[config.mk]
export PLATFORM = sky130hd
export DESIGN_NAME = gesture_config_offset_regs
export DESIGN_NICKNAME = d
export VERILOG_FILES = /design/src/gesture_cfg_pkg.sv /design/src/gesture_config_offset_regs.sv /design/src/offset_decode.sv
export SDC_FILE = /design/constraint.sdc
export NUM_CORES = 1
export LEC_CHECK = 0
export BUFFER_PORTS_ARGS = -buffer_cell sky130_fd_sc_hd__buf_2
export CAP_MARGIN = 20
export CORE_MARGIN = 2
export CORE_UTILIZATION = 54
export CTS_CLUSTER_DIAMETER = 120
export DETAILED_ROUTE_END_ITERATION = 6
export PLACE_DENSITY = 0.84
export SLEW_MARGIN = 30
export SYNTH_ARGS = -nofsm -noshare
export SYNTH_HDL_FRONTEND = slang
export SYNTH_SLANG_ARGS = --single-unit
export TNS_END_PERCENT = 10
[constraint.sdc]
create_clock -name clk -period 6.6 [get_ports clk]
set_clock_uncertainty 0.05 [all_clocks]
set_input_delay 0.66 -clock clk [delete_from_list [all_inputs] [get_ports clk]]
set_output_delay 0.66 -clock clk [all_outputs]
set_load 0.01 [all_outputs]
[src/gesture_cfg_pkg.sv]
// Shared constants, decode functions and types for the gesture configuration bank.
package gesture_cfg_pkg;

  // Register addresses on the sensor's register port.
  localparam logic [7:0] ADDR_GAIN_DRIVE_WAIT = 8'ha3;
  localparam logic [7:0] ADDR_UP_OFFSET       = 8'ha4;
  localparam logic [7:0] ADDR_DOWN_OFFSET     = 8'ha5;
  localparam logic [7:0] ADDR_LEFT_OFFSET     = 8'ha7;
  localparam logic [7:0] ADDR_RIGHT_OFFSET    = 8'ha9;

  // Channel order is up, down, left, right.
  localparam int                CHANNELS     = 4;
  localparam logic [3:0][7:0]   OFFSET_ADDRS = {ADDR_RIGHT_OFFSET, ADDR_LEFT_OFFSET,
                                                ADDR_DOWN_OFFSET, ADDR_UP_OFFSET};

  // Field positions of the gain, drive and wait register.
  localparam int GAIN_LSB  = 5;
  localparam int GAIN_MSB  = 6;
  localparam int DRIVE_LSB = 3;
  localparam int DRIVE_MSB = 4;
  localparam int WAIT_LSB  = 0;
  localparam int WAIT_MSB  = 2;
  localparam int SIGN_BIT  = 7;

  // Bit 7 of the configuration register is reserved and never stored.
  localparam logic [7:0] CFG_WRITE_MASK = 8'h7f;
  localparam logic [7:0] CFG_RESET      = 8'h00;
  localparam logic [7:0] OFFSET_RESET   = 8'h00;
  localparam logic [7:0] UNMAPPED_READ  = 8'h00;

  // Timing: clock rate, wait step and LED overrun time.
  localparam int CLK_MHZ          = 20;
  localparam int WAIT_STEP_US     = 2800;
  localparam int WAIT_STEP_CYCLES = WAIT_STEP_US * CLK_MHZ;
  localparam int LED_EXTRA_NS     = 1330;
  localparam int LED_EXTRA_CYCLES = (LED_EXTRA_NS * CLK_MHZ + 999) / 1000;

  // Gain multiplier for a gain select code: 1x, 2x, 4x, 8x.
  function automatic logic [3:0] gain_mult(input logic [1:0] sel);
    gain_mult = 4'h1 << sel;
  endfunction : gain_mult

  // LED current in half-milliamp units: 100, 50, 25 and 12.5 mA.
  function automatic logic [7:0] led_half_ma(input logic [1:0] sel);
    case (sel)
      2'h0:    led_half_ma = 8'hc8;
      2'h1:    led_half_ma = 8'h64;
      2'h2:    led_half_ma = 8'h32;
      default: led_half_ma = 8'h19;
    endcase
  endfunction : led_half_ma

  // Wait time in 2.8 ms steps: 0, 2.8, 5.6, 8.4, 14.0, 22.4, 30.8, 39.2 ms.
  function automatic logic [3:0] wait_steps(input logic [2:0] sel);
    case (sel)
      3'h0:    wait_steps = 4'h0;
      3'h1:    wait_steps = 4'h1;
      3'h2:    wait_steps = 4'h2;
      3'h3:    wait_steps = 4'h3;
      3'h4:    wait_steps = 4'h5;
      3'h5:    wait_steps = 4'h8;
      3'h6:    wait_steps = 4'hb;
      default: wait_steps = 4'he;
    endcase
  endfunction : wait_steps

  // Phases of the detection and wait sequencer.
  typedef enum logic [1:0] {PH_IDLE, PH_MEASURE, PH_WAIT} phase_e;

endpackage : gesture_cfg_pkg

[src/gesture_config_offset_regs.sv]
// Gesture gain, drive, wait and crosstalk offset register bank with wait sequencer.
`timescale 1ns/1ps
// Overview of operation
// - Bits 6:5 select gain 1x to 8x.
// - Bits 4:3 select LED current 100-12.5 mA.
// - Bits 2:0 select wait 0 to 39.2 ms.
// - LED stays on about 1.33 us longer.
// - Separate 8-bit offset per photodiode channel.
// - Offsets are sign/magnitude, -127 to 127.
module gesture_config_offset_regs #(
  parameter int WAIT_STEP_CYCLES = gesture_cfg_pkg::WAIT_STEP_CYCLES
) (
  input  wire logic               clk,
  input  wire logic               rst_n,
  input  wire logic        [7:0]  reg_addr,
  input  wire logic               reg_wr,
  input  wire logic        [7:0]  reg_wdata,
  input  wire logic               reg_rd,
  output logic             [7:0]  reg_rdata,
  input  wire logic               gesture_engine_on,
  input  wire logic               cycle_done,
  input  wire logic               integ_active,
  output logic             [1:0]  gesture_gain_sel,
  output logic             [3:0]  gesture_gain_mult,
  output logic             [1:0]  gesture_led_current_sel,
  output logic             [7:0]  led_current_half_ma,
  output logic             [2:0]  gesture_wait_sel,
  output logic                    cycle_start,
  output logic                    wait_active,
  output logic                    led_sink_pin,
  output logic             [7:0]  up_offset_value,
  output logic             [7:0]  down_offset_value,
  output logic             [7:0]  left_offset_value,
  output logic             [7:0]  right_offset_value,
  output logic signed      [7:0]  up_correction,
  output logic signed      [7:0]  down_correction,
  output logic signed      [7:0]  left_correction,
  output logic signed      [7:0]  right_correction
);

  localparam int STEP_W = $clog2(WAIT_STEP_CYCLES);
  localparam int LED_W  = $clog2(gesture_cfg_pkg::LED_EXTRA_CYCLES + 1);
  localparam logic [STEP_W-1:0] STEP_LOAD = STEP_W'(WAIT_STEP_CYCLES - 1);
  localparam logic [LED_W-1:0]  LED_LOAD  = LED_W'(gesture_cfg_pkg::LED_EXTRA_CYCLES);

  typedef struct packed {
    logic [7:0]                cfg;
    logic [3:0][7:0]           offs;
    logic [3:0][7:0]           corr;
    logic [7:0]                rdata;
    logic [3:0]                gain_mult;
    logic [7:0]                half_ma;
    gesture_cfg_pkg::phase_e   phase;
    logic                      cycle_start;
    logic                      wait_active;
    logic [STEP_W-1:0]         step_cnt;
    logic [3:0]                steps_left;
    logic                      led_on;
    logic [LED_W-1:0]          led_cnt;
  } state_s;

  state_s           s;
  state_s           next_s;
  logic [3:0][7:0]  corr_new;
  logic [3:0][7:0]  offs_new;

  // Each offset as it will stand after this edge, kept apart from next_s so the decoders form no loop.
  // per-channel offset store
  always_comb
  begin
    for (int ch = 0; ch < gesture_cfg_pkg::CHANNELS; ch++)
      offs_new[ch] = (reg_wr && reg_addr == gesture_cfg_pkg::OFFSET_ADDRS[ch]) ? reg_wdata : s.offs[ch];
  end

  // Offsets are decoded from the value being stored, so code and factor change together.
  for (genvar ch = 0; ch < gesture_cfg_pkg::CHANNELS; ch++)
  begin : g_decode
    offset_decode u_decode (
      .code   (offs_new[ch]),
      .factor (corr_new[ch])
    );
  end

  // Register writes, registered reads, sequencer and LED overrun.
  always_comb
  begin
    next_s = s;
    next_s.cycle_start = 1'b0;
    if (reg_wr && reg_addr == gesture_cfg_pkg::ADDR_GAIN_DRIVE_WAIT)
    begin
      next_s.cfg = reg_wdata & gesture_cfg_pkg::CFG_WRITE_MASK;
    end
    next_s.offs = offs_new;
    next_s.corr = corr_new;
    next_s.gain_mult = gesture_cfg_pkg::gain_mult(next_s.cfg[gesture_cfg_pkg::GAIN_MSB:gesture_cfg_pkg::GAIN_LSB]);
    next_s.half_ma = gesture_cfg_pkg::led_half_ma(
      next_s.cfg[gesture_cfg_pkg::DRIVE_MSB:gesture_cfg_pkg::DRIVE_LSB]);
    // Reads return the stored value one cycle later; unmapped addresses read zero.
    if (reg_rd)
    begin
      next_s.rdata = gesture_cfg_pkg::UNMAPPED_READ;
      if (reg_addr == gesture_cfg_pkg::ADDR_GAIN_DRIVE_WAIT)
      begin
        next_s.rdata = s.cfg;
      end
      for (int ch = 0; ch < gesture_cfg_pkg::CHANNELS; ch++)
      begin
        if (reg_addr == gesture_cfg_pkg::OFFSET_ADDRS[ch])
        begin
          next_s.rdata = s.offs[ch];
        end
      end
    end
    case (s.phase)
      gesture_cfg_pkg::PH_IDLE:
      begin
        if (gesture_engine_on)
        begin
          next_s.phase = gesture_cfg_pkg::PH_MEASURE;
          next_s.cycle_start = 1'b1;
        end
      end
      gesture_cfg_pkg::PH_MEASURE:
      begin
        if (!gesture_engine_on)
        begin
          next_s.phase = gesture_cfg_pkg::PH_IDLE;
        end
        else if (cycle_done)
        begin
          next_s.steps_left = gesture_cfg_pkg::wait_steps(
            s.cfg[gesture_cfg_pkg::WAIT_MSB:gesture_cfg_pkg::WAIT_LSB]);
          if (next_s.steps_left == 4'h0)
          begin
            next_s.cycle_start = 1'b1;
          end
          else
          begin
            next_s.phase = gesture_cfg_pkg::PH_WAIT;
            next_s.wait_active = 1'b1;
            next_s.step_cnt = STEP_LOAD;
          end
        end
      end
      gesture_cfg_pkg::PH_WAIT:
      begin
        if (!gesture_engine_on)
        begin
          next_s.phase = gesture_cfg_pkg::PH_IDLE;
          next_s.wait_active = 1'b0;
        end
        else if (s.step_cnt != '0)
        begin
          next_s.step_cnt = s.step_cnt - 1'b1;
        end
        else if (s.steps_left == 4'h1)
        begin
          next_s.phase = gesture_cfg_pkg::PH_MEASURE;
          next_s.wait_active = 1'b0;
          next_s.cycle_start = 1'b1;
        end
        else
        begin
          next_s.steps_left = s.steps_left - 4'h1;
          next_s.step_cnt = STEP_LOAD;
        end
      end
      default:
      begin
        next_s.phase = gesture_cfg_pkg::PH_IDLE;
        next_s.wait_active = 1'b0;
      end
    endcase
    if (integ_active)
    begin
      next_s.led_on = 1'b1;
      next_s.led_cnt = LED_LOAD;
    end
    else if (s.led_cnt != '0)
    begin
      next_s.led_on = 1'b1;
      next_s.led_cnt = s.led_cnt - 1'b1;
    end
    else
    begin
      next_s.led_on = 1'b0;
    end
  end

  // State register; reset values are arbitrary zeros since none are specified, except gain_mult 1 and half_ma 8'hc8 to match cfg 0.
  always_ff @(posedge clk or negedge rst_n)
  begin
    if (!rst_n)
    begin
      s <= '{cfg: gesture_cfg_pkg::CFG_RESET, offs: {4{gesture_cfg_pkg::OFFSET_RESET}}, corr: '0,
             rdata: '0, gain_mult: 4'h1, half_ma: 8'hc8, phase: gesture_cfg_pkg::PH_IDLE,
             cycle_start: 1'b0, wait_active: 1'b0, step_cnt: '0, steps_left: 4'h0,
             led_on: 1'b0, led_cnt: '0};
    end
    else
    begin
      s <= next_s;
    end
  end

  // Every output is a field of the state register.
  assign reg_rdata               = s.rdata;
  assign gesture_gain_sel        = s.cfg[gesture_cfg_pkg::GAIN_MSB:gesture_cfg_pkg::GAIN_LSB];
  assign gesture_gain_mult       = s.gain_mult;
  assign gesture_led_current_sel = s.cfg[gesture_cfg_pkg::DRIVE_MSB:gesture_cfg_pkg::DRIVE_LSB];
  assign led_current_half_ma     = s.half_ma;
  assign gesture_wait_sel        = s.cfg[gesture_cfg_pkg::WAIT_MSB:gesture_cfg_pkg::WAIT_LSB];
  assign cycle_start             = s.cycle_start;
  assign wait_active             = s.wait_active;
  assign led_sink_pin            = s.led_on;
  assign up_offset_value         = s.offs[0];
  assign down_offset_value       = s.offs[1];
  assign left_offset_value       = s.offs[2];
  assign right_offset_value      = s.offs[3];
  assign up_correction           = s.corr[0];
  assign down_correction         = s.corr[1];
  assign left_correction         = s.corr[2];
  assign right_correction        = s.corr[3];

  // Helper logic for the checks: wait length and time since integration ended.
  logic [23:0] wait_len;
  logic [23:0] wait_expect;
  logic [7:0]  low_run;
  logic        seen_integ;
  always_ff @(posedge clk or negedge rst_n)
  begin
    if (!rst_n)
    begin
      wait_len <= '0;
      wait_expect <= '0;
      low_run <= '0;
      seen_integ <= 1'b0;
    end
    else
    begin
      wait_len <= next_s.wait_active ? wait_len + 24'h1 : 24'h0;
      if (next_s.wait_active && !s.wait_active)
      begin
        wait_expect <= 24'(int'(next_s.steps_left) * WAIT_STEP_CYCLES);
      end
      seen_integ <= seen_integ | integ_active;
      low_run <= integ_active ? 8'h00 : (low_run == 8'hff ? low_run : low_run + 8'h01);
    end
  end
endmodule : gesture_config_offset_regs

[src/offset_decode.sv]
// Sign/magnitude offset code to two's complement correction factor.
`timescale 1ns/1ps
module offset_decode (
  input  wire logic        [7:0] code,
  output logic signed      [7:0] factor
);

  logic [6:0] magnitude;

  // A negative zero is folded onto zero so both codes correct nothing.
  always_comb
  begin
    magnitude = code[6:0];
    if (magnitude == 7'h00)
    begin
      factor = 8'sh00;
    end
    else if (code[gesture_cfg_pkg::SIGN_BIT])
    begin
      factor = -$signed({1'b0, magnitude});
    end
    else
    begin
      factor = $signed({1'b0, magnitude});
    end
  end

endmodule : offset_decode

==> impl_metrics.toml <==
[outcome]
outcome = "finished with violations"
violations = "design-rule violations"

[route]
avgRoutedWirePerCell_um = 18.9
wirelength_mm = 16.3
drc = 5
ant_nets = 0
drtIter0Drc = 623
vias_per_cell = 5.96
firstDrtPassIters = 7
vias = 5140

[synthesis]
synthFlopType = "dfrtp_1"
synth_cells = 660
synthesis.area_sq_um = 6710
synth_edf_count = 0
yosys-top-cells-area = "dfrtp_1, buf_4, mux2_2, mux2i_1, nor2_1"
synth_most_common_cell = "dfrtp_1"
synth_area_per_cell_sq_um = 10.2
synthArstFlopShare_pct = 100
ys_ff_latch = 121
ys_types = 66
yosys.area.top_type_share_pct = 43.6
ys_warn_count = 0
synth_commonest_cells = "dfrtp_1, buf_4, nor2_1, o21ai_0, mux2_2"
syn_nets = 696
synth_top_cell_by_area = "dfrtp_1"
seq_area_frac_synth_pct = 45.2

[clocking]
htreeDepth = 4
tritoncts = "yes"
cts_resized = 0
cts_buffers = 17
clk_pin_slew_worst_paths_ns = 0.05
clk_latency_ns = 0.42
post_cts_buffers = 0
clock-sinks = 121
root_buffer = "clkbuf_16"
ctsHoldBuffers = 0
clock_path_buffers = 2

[die]
ios = 117
fp.dieH_um = 115
rows = 40
core_sq_um = 12100
fp.dieW_um = 115
dieArea_sq_um = 13300
initial_core_util_pct = 55.6

[power_and_ir_drop]
p_per_area_nw_per_um2 = 277
power_uw = 2020
leakage_uw = 0.00370
vdd_drop_max_uv = 195

[run]
cap_viol_max_count = 0

[placed_design]
pre_cts_ws_ns = 2.83
gp_congestion = 0.884
hpwl_mm = 11.4
portBuffers = 116

[sta]
max_freq_mhz = 321
layout_setup_ws_ns = 3.49
slew_viol_final = 0
finalSetupViolations = 0
post-route-period-util_pct = 47.2
fin_crit_ns = 3.11
slew_headroom_pct = 41.3
setup-tns-final_ns = 0
rsz0062_at_grt = "false"
hold_viol_final = 0
worst-slew-pin-transition_ns = 0.872

[worst_setup_path]
critPathArrivalTime_ns = 3.32
r2r-end = "s[13]$_DFFE_PN0P_"
rrSetupSlack_ns = 4.00
required_ns = 6.81
path_depth = 8
critPathMaxStageDelay_ns = 0.74
worstSetupStartpoint = "reg_addr[6]"
critPathTopFamily = "simple AND/OR/NAND/NOR gates"
startpoint_type = "input pin"
crit_fanout = 14
crit_slowest_cell = "nor3_4"
path_cells = "buf_2, nand4bb_1, nor3_4, mux2i_1, ha_1, a21bo_2, nor4_2, a211oi_1"
cp.buffers_inverters = 1
reg2reg_depth = 5
path_class = "in2reg"
end_kind = "register"
reg2reg_from = "s[14]$_DFFE_PN0P_"

[grt]
grtUsageTotal_pct = 25.5
antenna_found_initial = 0
grt_start_max_net_pins = 81
grt-ovfl-total = 0
grt_pass1_vias = 5063
grt_pass1_wl_mm = 26.1

[final_layout]
area_delta_synth_final_pct = 8.54
drive_above_1_share_pct = 29.4
fillers = 959
nets = 717
antennaDiodeCount = 0

[min_path]
hold_class = "in2async"
[worst reg2reg max path, delay by kind of cell, from the launching register on]
family          cells  cell delay [ns]
flops               1             0.46
simple gates        2             0.97
compound gates      3             1.06
[flip-flops by register name (all words and copies together), names as in the netlist, 3 cells and up]
signal and flops:
s 27, gesture_gain_mult 4, right_correction 8, right_offset_value 8, reg_rdata 8, up_offset_value 8
led_current_half_ma 8, gesture_wait_sel 3, up_correction 8, left_correction 8, down_offset_value 8, down_correction 8
left_offset_value 8
[power breakdown]
part	switching, uW	internal, uW
Clock	332	551
Sequential	69.6	805
Combinational	157	106
[cell type report]
cell class              instances  area (sq um)  share of cell area [%]
multi-input cells             392          2760                    37.9
clock inverters                13           130                    1.79
repair buffers                118           602                    8.26
clock buffers                  19           433                    5.94
inverters                      31           116                    1.60
well taps                     168           210                    2.89
flip-flops and latches        121          3030                    41.6
[per-stage QoR]
stage	cell area [sq um]	hold slack (ns)	std cells	utilization (%)
5_1_grt	7280	0.221	862	60.4
6_report	7280	0.193	862	60.4
4_1_cts	7270	0.197	862	60.3
3_3_place_gp	6710	0.413	830	55.6
2_1_floorplan	6710	0.314	660	-
3_5_place_dp	6710	0.424	830	55.6
[routing by layer]
layer	share of wire [%]	GRT usage, %	routed length [um]
met1	40	33.0	6500
met2	47	40.0	7630
met3	10	8.32	1690
met4	2.9	10.0	466
met5	0	0	0
[how the worst max path moves through the flow]
stage / endpoint / slack (ns)
floorplan: down_correction[5]$_DFF_PN0_ / 3.76
finish: down_correction[1]$_DFF_PN0_ / 3.49
global placement: down_correction[5]$_DFF_PN0_ / 3.07
CTS: down_correction[1]$_DFF_PN0_ / 3.27
global route: down_correction[1]$_DFF_PN0_ / 3.31
detailed placement: down_correction[1]$_DFF_PN0_ / 2.83
[cells by family (layout without fill, tap and decap cells)]
kind of cell,count (synthesis),count (layout),share of synthesized area [%]
flip-flops,121,121,45.2
AND/OR/NAND/NOR,183,183,14.9
AO/OA/AOI/OAI,117,117,11.3
buffers and inverters,147,181,13.9
XOR/XNOR,15,15,1.96
adder cells (fa/ha/maj),13,13,2.42
multiplexers,64,64,10.3
[placed cells by master (no fill, tap or decap), drive strengths merged, types with 4 or more instances in the layout]
cell type	n
a21oi	28
nor2	50
or3	14
and2	5
xor2	10
o31ai	4
inv	31
o21ai	34
ha	13
nor4	16
mux2	35
nor3	21
clkinv	8
and3	7
nand3	11
nand2b	8
a22o	7
nand3b	5
clkbuf	19
a211oi	5
mux2i	29
buf	118
a31oi	14
a222oi	4
xnor2	5
dfrtp	117
nand2	25
dfstp	4
No activity file was read; power rests on OpenSTA's default activity.
